--- config.mk ---
export PLATFORM = sky130hd
export DESIGN_NAME = sla_top
export DESIGN_NICKNAME = d
export VERILOG_FILES = /design/src/logic/sla_pkg.sv /design/src/logic/sla_top.sv
export SDC_FILE = /design/constraint.sdc
export NUM_CORES = 1
export LEC_CHECK = 0
export BUFFER_PORTS_ARGS = -buffer_cell sky130_fd_sc_hd__buf_2
export CORE_MARGIN = 1.5
export CORE_UTILIZATION = 60
export DETAILED_ROUTE_END_ITERATION = 12
export PLACE_DENSITY_LB_ADDON = 0.2
export RECOVER_POWER = 100
export SLEW_MARGIN = 10
export SYNTH_ARGS = -nofsm -noshare
export SYNTH_HDL_FRONTEND = slang
export SYNTH_SLANG_ARGS = --single-unit
--- constraint.sdc ---
create_clock -name clk -period 7.6 [get_ports clk]
set_clock_uncertainty 0.1 [all_clocks]
set_input_delay 0.38 -clock clk [delete_from_list [all_inputs] [get_ports clk]]
set_output_delay 0.38 -clock clk [all_outputs]
set_load 0.005 [all_outputs]
--- src/logic/sla_pkg.sv ---
// constants and types for the secondary link activation controller
// assumes a single 200 MHz clock and utilization figures already in percent
package sla_pkg;
   localparam logic [6:0]  UP_MIN_PCT     = 7'h32;
   localparam logic [6:0]  UP_MAX_PCT     = 7'h64;
   localparam logic [6:0]  DOWN_GAP_PCT   = 7'h0a;
   localparam logic [5:0]  MIN_MINUTES    = 6'h01;
   localparam logic [5:0]  MAX_MINUTES    = 6'h3c;
   localparam logic [4:0]  SLOT_MINUTES   = 5'h1e;
   localparam logic [5:0]  SLOTS_PER_DAY  = 6'h30;
   localparam int          PRE_W          = 34;
   localparam longint      MINUTE_NS      = 64'd60_000_000_000;
   localparam longint      CLK_PERIOD_NS  = 64'd5;
   localparam longint      MINUTE_CYCLES  = MINUTE_NS / CLK_PERIOD_NS;
   localparam int          NUM_LINKS      = 2;

   typedef enum logic [1:0] {
      SLA_STANDBY = 2'b00,
      SLA_ACTIVE  = 2'b01
   } sla_state_t;
endpackage

--- src/logic/sla_top.sv ---
// secondary link activation: traffic, schedule and failure driven link control
// assumes prim_util, sec_util and configuration come from logic on clk;
// main_fail is an external pin and is synchronised here
`timescale 1ns/1ps
`default_nettype none
module sla_top #(
   parameter logic [sla_pkg::PRE_W-1:0] MINUTE_CYCLES = sla_pkg::PRE_W'(sla_pkg::MINUTE_CYCLES)
) (
   input  wire logic        clk,            // 200 MHz system clock
   input  wire logic        rst_n,          // synchronous reset, active low
   input  wire logic        cond_en,        // conditional operation enabled
   input  wire logic        traffic_en,     // traffic cause enabled
   input  wire logic        sched_en,       // schedule cause enabled for secondary
   input  wire logic        fail_en,        // main link failure cause enabled
   input  wire logic        prim_sched_en,  // primary link follows its own schedule
   input  wire logic [6:0]  up_thresh,      // up threshold, percent
   input  wire logic [5:0]  up_minutes,     // up stability time, minutes
   input  wire logic        down_prog,      // down threshold programmed explicitly
   input  wire logic [6:0]  down_thresh,    // programmed down threshold, percent
   input  wire logic [5:0]  down_minutes,   // down stability time, minutes
   input  wire logic [6:0]  prim_util,      // primary utilization, percent
   input  wire logic [6:0]  sec_util,       // secondary throughput, percent of primary bw
   input  wire logic        main_fail,      // main link failure pin, asynchronous
   input  wire logic [47:0] sched_mask0,    // slot enables, primary link
   input  wire logic [47:0] sched_mask1,    // slot enables, secondary link
   input  wire logic        tod_load,       // load time of day, one-cycle pulse
   input  wire logic [5:0]  tod_slot,       // slot to load
   input  wire logic        pkt_valid,      // one outgoing packet to place, pulse
   output logic             prim_ctrl,      // primary link control signal
   output logic             sec_ctrl,       // secondary link control signal
   output logic             sec_sel,        // current packet goes to secondary
   output logic             traffic_act,    // traffic cause holds link up
   output logic [5:0]       cur_slot        // current half-hour slot
);
   localparam logic [sla_pkg::PRE_W-1:0] PRE_LAST = MINUTE_CYCLES - sla_pkg::PRE_W'(1);

   sla_pkg::sla_state_t state, next_state;
   logic                fail_m, fail_s;
   logic [sla_pkg::PRE_W-1:0] tod_pre, next_tod_pre, up_pre, next_up_pre, dn_pre, next_dn_pre;
   logic [4:0]          tod_min, next_tod_min;
   logic [5:0]          next_cur_slot, up_cnt, next_up_cnt, dn_cnt, next_dn_cnt;
   logic                next_traffic_act, next_prim_ctrl, next_sec_ctrl, next_sec_sel;
   logic [6:0]          eff_up, eff_down;
   logic [5:0]          eff_up_min, eff_dn_min;
   logic [7:0]          comb_pct;
   logic                up_hot, dn_cold, sched_on, fail_on, want;
   logic [47:0]         masks [sla_pkg::NUM_LINKS];
   logic [sla_pkg::NUM_LINKS-1:0] slot_on;

   // pin crossing
   always_ff @(posedge clk) begin
      if (!rst_n) begin
         fail_m <= 1'b0;
         fail_s <= 1'b0;
      end else begin
         fail_m <= main_fail;
         fail_s <= fail_m;
      end
   end

   // effective settings
   always_comb begin
      if (up_thresh < sla_pkg::UP_MIN_PCT)
         eff_up = sla_pkg::UP_MIN_PCT;
      else if (up_thresh > sla_pkg::UP_MAX_PCT)
         eff_up = sla_pkg::UP_MAX_PCT;
      else
         eff_up = up_thresh;
      eff_down = down_prog ? down_thresh : eff_up - sla_pkg::DOWN_GAP_PCT;
      if (up_minutes < sla_pkg::MIN_MINUTES)
         eff_up_min = sla_pkg::MIN_MINUTES;
      else if (up_minutes > sla_pkg::MAX_MINUTES)
         eff_up_min = sla_pkg::MAX_MINUTES;
      else
         eff_up_min = up_minutes;
      if (down_minutes < sla_pkg::MIN_MINUTES)
         eff_dn_min = sla_pkg::MIN_MINUTES;
      else if (down_minutes > sla_pkg::MAX_MINUTES)
         eff_dn_min = sla_pkg::MAX_MINUTES;
      else
         eff_dn_min = down_minutes;
      comb_pct = {1'b0, prim_util} + {1'b0, sec_util};
      up_hot   = prim_util > eff_up;
      dn_cold  = comb_pct < {1'b0, eff_down};
   end

   // per-link schedule lookup
   assign masks[0] = sched_mask0;
   assign masks[1] = sched_mask1;
   generate
      for (genvar g = 0; g < sla_pkg::NUM_LINKS; g++) begin : g_link
         assign slot_on[g] = masks[g][cur_slot];
      end
   endgenerate

   // time of day
   always_comb begin
      next_tod_pre  = tod_pre;
      next_tod_min  = tod_min;
      next_cur_slot = cur_slot;
      if (tod_load) begin
         next_tod_pre  = '0;
         next_tod_min  = '0;
         next_cur_slot = (tod_slot < sla_pkg::SLOTS_PER_DAY) ? tod_slot : 6'h00;
      end else if (tod_pre == PRE_LAST) begin
         next_tod_pre = '0;
         if (tod_min == sla_pkg::SLOT_MINUTES - 5'h01) begin
            next_tod_min = '0;
            if (cur_slot == sla_pkg::SLOTS_PER_DAY - 6'h01)
               next_cur_slot = '0;
            else
               next_cur_slot = cur_slot + 6'h01;
         end else begin
            next_tod_min = tod_min + 5'h01;
         end
      end else begin
         next_tod_pre = tod_pre + sla_pkg::PRE_W'(1);
      end
   end

   always_ff @(posedge clk) begin
      if (!rst_n) begin
         tod_pre  <= '0;
         tod_min  <= '0;
         cur_slot <= '0;
      end else begin
         tod_pre  <= next_tod_pre;
         tod_min  <= next_tod_min;
         cur_slot <= next_cur_slot;
      end
   end

   // traffic stability timers; each has its own prescaler so the first minute is whole
   always_comb begin
      next_up_pre      = up_pre;
      next_up_cnt      = up_cnt;
      next_dn_pre      = dn_pre;
      next_dn_cnt      = dn_cnt;
      next_traffic_act = traffic_act;
      if (!cond_en || !traffic_en) begin
         next_up_pre      = '0;
         next_up_cnt      = '0;
         next_dn_pre      = '0;
         next_dn_cnt      = '0;
         next_traffic_act = 1'b0;
      end else if (!traffic_act) begin
         next_dn_pre = '0;
         next_dn_cnt = '0;
         if (!up_hot) begin
            next_up_pre = '0;
            next_up_cnt = '0;
         end else if (up_pre == PRE_LAST) begin
            next_up_pre = '0;
            if (up_cnt + 6'h01 >= eff_up_min) begin
               next_up_cnt      = '0;
               next_traffic_act = 1'b1;
            end else begin
               next_up_cnt = up_cnt + 6'h01;
            end
         end else begin
            next_up_pre = up_pre + sla_pkg::PRE_W'(1);
         end
      end else begin
         next_up_pre = '0;
         next_up_cnt = '0;
         if (!dn_cold) begin
            next_dn_pre = '0;
            next_dn_cnt = '0;
         end else if (dn_pre == PRE_LAST) begin
            next_dn_pre = '0;
            if (dn_cnt + 6'h01 >= eff_dn_min) begin
               next_dn_cnt      = '0;
               next_traffic_act = 1'b0;
            end else begin
               next_dn_cnt = dn_cnt + 6'h01;
            end
         end else begin
            next_dn_pre = dn_pre + sla_pkg::PRE_W'(1);
         end
      end
   end

   always_ff @(posedge clk) begin
      if (!rst_n) begin
         up_pre      <= '0;
         up_cnt      <= '0;
         dn_pre      <= '0;
         dn_cnt      <= '0;
         traffic_act <= 1'b0;
      end else begin
         up_pre      <= next_up_pre;
         up_cnt      <= next_up_cnt;
         dn_pre      <= next_dn_pre;
         dn_cnt      <= next_dn_cnt;
         traffic_act <= next_traffic_act;
      end
   end

   // link control and load sharing
   always_comb begin
      sched_on = sched_en & slot_on[1];
      fail_on  = fail_en & fail_s;
      want     = sched_on | fail_on | traffic_act;
      next_state = state;
      case (state)
         sla_pkg::SLA_STANDBY: begin
            if (!cond_en || want)
               next_state = sla_pkg::SLA_ACTIVE;
         end
         sla_pkg::SLA_ACTIVE: begin
            if (cond_en && !want)
               next_state = sla_pkg::SLA_STANDBY;
         end
         default: next_state = sla_pkg::SLA_STANDBY;
      endcase
      // the modem dials on the rising edge of this level and hangs up on the fall
      next_sec_ctrl  = (next_state == sla_pkg::SLA_ACTIVE);
      next_prim_ctrl = prim_sched_en ? slot_on[0] : 1'b1;
      // secondary down: all to primary; secondary up: a failed main link gets nothing, otherwise alternate per packet
      if (!next_sec_ctrl)
         next_sec_sel = 1'b0;
      else if (fail_s)
         next_sec_sel = 1'b1;
      else if (pkt_valid)
         next_sec_sel = ~sec_sel;
      else
         next_sec_sel = sec_sel;
   end

   always_ff @(posedge clk) begin
      if (!rst_n) begin
         state     <= sla_pkg::SLA_STANDBY;
         sec_ctrl  <= 1'b0;
         prim_ctrl <= 1'b0;
         sec_sel   <= 1'b0;
      end else begin
         state     <= next_state;
         sec_ctrl  <= next_sec_ctrl;
         prim_ctrl <= next_prim_ctrl;
         sec_sel   <= next_sec_sel;
      end
   end

   property p_up_range;
      @(posedge clk) disable iff (!rst_n)
      eff_up >= sla_pkg::UP_MIN_PCT && eff_up <= sla_pkg::UP_MAX_PCT;
   endproperty
   a_up_range: assert property (p_up_range) else $error("up threshold out of range");

   property p_up_start;
      @(posedge clk) disable iff (!rst_n)
      $rose(traffic_act) |-> $past(up_hot) && ($past(up_cnt) + 6'h01 >= $past(eff_up_min));
   endproperty
   a_up_start: assert property (p_up_start) else $error("traffic up before time");

   // checked from the raw setting, so a broken default path cannot agree with itself
   property p_down_default;
      @(posedge clk) disable iff (!rst_n)
      (!down_prog && up_thresh >= sla_pkg::UP_MIN_PCT && up_thresh <= sla_pkg::UP_MAX_PCT)
         |-> eff_down == up_thresh - sla_pkg::DOWN_GAP_PCT;
   endproperty
   a_down_default: assert property (p_down_default) else $error("bad default down");

   property p_down_comb;
      @(posedge clk) disable iff (!rst_n)
      (cond_en && traffic_en && traffic_act && comb_pct >= {1'b0, eff_down}) |=> dn_cnt == 6'h00;
   endproperty
   a_down_comb: assert property (p_down_comb) else $error("down timer ran above threshold");

   property p_down_stop;
      @(posedge clk) disable iff (!rst_n)
      $fell(traffic_act) && $past(cond_en) && $past(traffic_en)
         |-> $past(dn_cold) && ($past(dn_cnt) + 6'h01 >= $past(eff_dn_min));
   endproperty
   a_down_stop: assert property (p_down_stop) else $error("traffic down before time");

   property p_raise;
      @(posedge clk) disable iff (!rst_n)
      (state == sla_pkg::SLA_STANDBY && cond_en && (sched_on || fail_on))
         |=> sec_ctrl && state == sla_pkg::SLA_ACTIVE;
   endproperty
   a_raise: assert property (p_raise) else $error("control not raised");

   property p_lower;
      @(posedge clk) disable iff (!rst_n)
      (state == sla_pkg::SLA_ACTIVE && cond_en && !want) |=> !sec_ctrl && !sec_sel;
   endproperty
   a_lower: assert property (p_lower) else $error("control not lowered");

   property p_uncond;
      @(posedge clk) disable iff (!rst_n)
      !cond_en [*2] |=> sec_ctrl && !traffic_act;
   endproperty
   a_uncond: assert property (p_uncond) else $error("unconditional link not up");

   property p_prim_sched;
      @(posedge clk) disable iff (!rst_n)
      prim_sched_en |=> prim_ctrl == $past(slot_on[0]);
   endproperty
   a_prim_sched: assert property (p_prim_sched) else $error("primary schedule ignored");

   property p_share;
      @(posedge clk) disable iff (!rst_n)
      (sec_ctrl && next_sec_ctrl && !fail_s && pkt_valid) |=> sec_sel != $past(sec_sel);
   endproperty
   a_share: assert property (p_share) else $error("no alternation");

   property p_restart;
      @(posedge clk) disable iff (!rst_n)
      (!traffic_act && !up_hot) |=> up_cnt == 6'h00 && up_pre == '0;
   endproperty
   a_restart: assert property (p_restart) else $error("up timer not restarted");
endmodule
`default_nettype wire

==> impl_metrics.json <==
{
  "critical_path.max_stage_delay_ns": 1.24,
  "hold_path_startpoint": "main_fail",
  "clock_insertion_delay_worst_skew_ns": 0.42,
  "hold_class": "input pin to flop",
  "cp.arrival_ns": 4.07,
  "maxSlewViolCount": 67,
  "worstSetupStartpoint": "prim_util[0]",
  "async_reset_ff_share_pct": 0,
  "layout_cell_share_with_drive_strength_beyond_1_pct": 20.55,
  "multi_input_area_um2": 5125,
  "final_nets": 1274,
  "pwr-share-clk_pct": 49.5,
  "htreeDepth": 4,
  "place.detailed.instances": 1239,
  "synth.area.top_cells": "dfxtp_1 (33%), mux4_2 (7.5%), xor2_1 (6.7%), ha_1 (5.9%), nor2_1 (5.8%)",
  "worst_path_max_delay_cell": "clkbuf_1",
  "synthDominantAreaCellType": "dfxtp_1",
  "mappedNetlistArea_um2": 8083,
  "synth_cell_type_count": 72,
  "portBuffers": 162,
  "place_hpwl_um": 14280,
  "pwr_density_cell_nw_per_um2": 183.5,
  "timing.critical_path.required_ns": 7.71,
  "layout_min_cycle_time_ns": 3.966,
  "final_antenna_net_count": 0,
  "grt_setup_unrepaired": "false",
  "synth.net_count": 1126,
  "pwr-share-seq_pct": 40.2,
  "critical_path.n_buffers_inverters": 2,
  "synth_edf_count": 0,
  "timing.final.hold_violations": 0,
  "synthFlopType": "dfxtp_1",
  "critPathCaptureType": "flop",
  "final-setup-viol-count": 0,
  "grt_overflow": 0,
  "cts.root.buffer_cell": "clkbuf_16",
  "path_clk_slew_ns": 0.06,
  "ff2ff_setup_slack_ns": 4.20,
  "slew_headroom_pct": -19.34,
  "highest_ir_drop_seen_on_vdd_mv": 0.1571,
  "finalWeightedCongestion": 0.9985,
  "max_cap_viol_count": 2,
  "power_switching_mw": 0.4103,
  "fin_cells": 1271,
  "power.leakage_nw": 3.619,
  "grt_antenna_before_repair": 1,
  "sw_frac_of_total_pct": 23.41,
  "holdBufCountCts": 0,
  "row_count": 42,
  "nFillCells": 1051,
  "die_area_um2": 14180,
  "post-cts-setup-buffer-count": 0,
  "area_delta_synth_final_pct": 18.19,
  "postSynthRegisterBits": 132,
  "cp_cell_sequence": "clkbuf_1 -> ha_1 -> fa_1 -> a21oi_1 -> nor2_1 -> nor2_1 -> o21bai_1 -> a21oi_1 -> xnor2_1 -> ha_1 -> nand3_1 -> o22ai_1 -> a211o_1 -> a311oi_1 -> nand2b_1 -> clkbuf_1 -> nor3_1",
  "power.combinational.fraction_pct": 10.3,
  "drt_first_iter_violations": 574,
  "post_synth_inst_count": 934,
  "grt_pass1_wl_um": 32690,
  "internal_power_mw": 1.342,
  "synth.top_cells.by_count": "dfxtp_1 (132), nor2_1 (124), nand2_1 (63), xor2_1 (62), nand3_1 (59)",
  "drt_drc_violations_left": 0,
  "num_antenna_cells": 0,
  "grt_start_max_net_pins": 41,
  "length_of_the_first_detailed_routing_pass_in_iterations": 5,
  "most_frequent_cell_after_synthesis": "dfxtp_1",
  "fmax_ghz": 0.2521,
  "drt-vias-per-instance": 5.810,
  "status": "complete, but fails checks",
  "top_level_ports": 163,
  "via_count": 7385,
  "grt_util_all_layers_pct": 28.50,
  "tritoncts": "done",
  "yosysSeqAreaShare_pct": 32.69,
  "first_global_vias": 7009,
  "floorplan.die.height_um": 119.1,
  "cp-start-kind": "input pin",
  "floorplan.core_area_um2": 13190,
  "critPathTopFamily": "buffers and inverters",
  "cts-resized-gates": 0,
  "report.power.total_mw": 1.753,
  "setup_tns_final_ns": 0,
  "post_synth.cell_area_avg_um2": 8.654,
  "wire_per_inst_um": 15.39,
  "count_of_synthesis_stage_warnings_from_yosys": 0,
  "die_w_um": 119.1,
  "totalWireLength_um": 19560,
  "ctsLongestPathBuffers": 2,
  "tritoncts.num_buffers": 17,
  "violations": "max-capacitance violations, max-slew violations",
  "rr_startpoint": "cur_slot[0]",
  "post-route-period-util_pct": 52.18,
  "layout.area.seq_um2": 2643,
  "worstPathMaxFanout": 40,
  "clock_sink_count": 132,
  "max_slew.worst_pin.slew_ns": 1.790,
  "start_util_pct": 61.28,
  "criticalPathCategory": "input pin to flop",
  "synth.top_cell.area_share_pct": 32.69
}
power groups by stage:
stage | combinational (mW) | clock, mW | sequential [mW]
4_1_cts | 0.180 | 0.877 | 0.705
3_5_place_dp | 0.179 | 0 | 0.720
6_report | 0.180 | 0.868 | 0.705
2_1_floorplan | 0.116 | 0 | 0.715
5_1_grt | 0.199 | 0.908 | 0.706
3_3_place_gp | 0.175 | 0 | 0.720
cell families after synthesis:
| group | Yosys count | share of synthesized area, % |
|---|---|---|
| AND/OR/NAND/NOR | 427 | 27.51 |
| other | 1 | 0.04640 |
| XOR/XNOR | 108 | 11.70 |
| multiplexers | 36 | 8.669 |
| AO/OA/AOI/OAI | 122 | 9.598 |
| flip-flops | 132 | 32.69 |
| adder cells (fa/ha/maj) | 39 | 6.130 |
| buffers and inverters | 69 | 3.653 |
worst register-to-register path, cell delays in order, from the launching register on:
cell and delay [ns]:
dfxtp_1 0.30, clkbuf_1 1.28, mux4_2 0.67, mux4_2 0.46
mux2i_1 0.17, o221ai_1 0.13, and2_1 0.17
state kept, by name, summed over array words and instances, names as in the netlist, 5 cells and up:
register,cells
cur_slot,6
dn_cnt,6
dn_pre,34
tod_min,5
tod_pre,34
up_cnt,6
up_pre,34
path summary, 6_finish.rpt:
check / cells after the start / to
hold reg to reg: 1 / fail_s
setup reg to reg: 6 / prim_ctrl
setup / recovery: 17 / dn_pre[25]
hold / removal: 2 / fail_m
layout make-up:
cell class	count	area share, %
Multi-Input combinational cell	733	53.65
Sequential cell	132	27.66
Timing Repair Buffer	166	8.527
Clock buffer	17	4.453
Tap cell	176	2.305
Clock inverter	15	2.148
Inverter	32	1.257
metal layers:
layer | vias up | share of wire, % | GRT usage (%)
met1 | 3445 | 43 | 36.03
met3 | 39 | 6.8 | 7.854
li1 | 3663 | - | -
met4 | 2 | 1.9 | 8.358
met5 | - | 0.066 | 0
met2 | 236 | 48 | 47.62
cells in the final DEF (no fill, tap or decap), types with 9 or more instances in the layout:
cell,synthesis,routed
clkbuf_16,0,17
dfxtp_1,132,132
nand4_1,28,29
mux4_2,27,27
o21ai_0,31,31
nand2_1,63,63
xnor2_1,46,46
a21oi_1,37,37
xor2_1,62,62
nor3_1,32,32
and2_1,11,10
nand2b_1,9,9
and4_1,16,16
clkbuf_1,23,13
inv_1,32,32
buf_2,10,153
nor2_1,124,124
ha_1,38,38
and3_1,29,29
nand3_1,59,59
per-stage QoR:
stage	worst slack [ns]	util, %	instance area (um^2)	hold slack, ns
after floorplan	4.268	-	8083	0.3119
after global placement	4.027	67.99	8969	0.3150
after detailed placement	3.921	67.99	8969	0.3268
after CTS	4.356	72.78	9599	0.06779
after global routing	3.359	72.42	9553	0.07042
final	3.634	72.42	9553	0.07285
(Power assumes the default switching activity.)
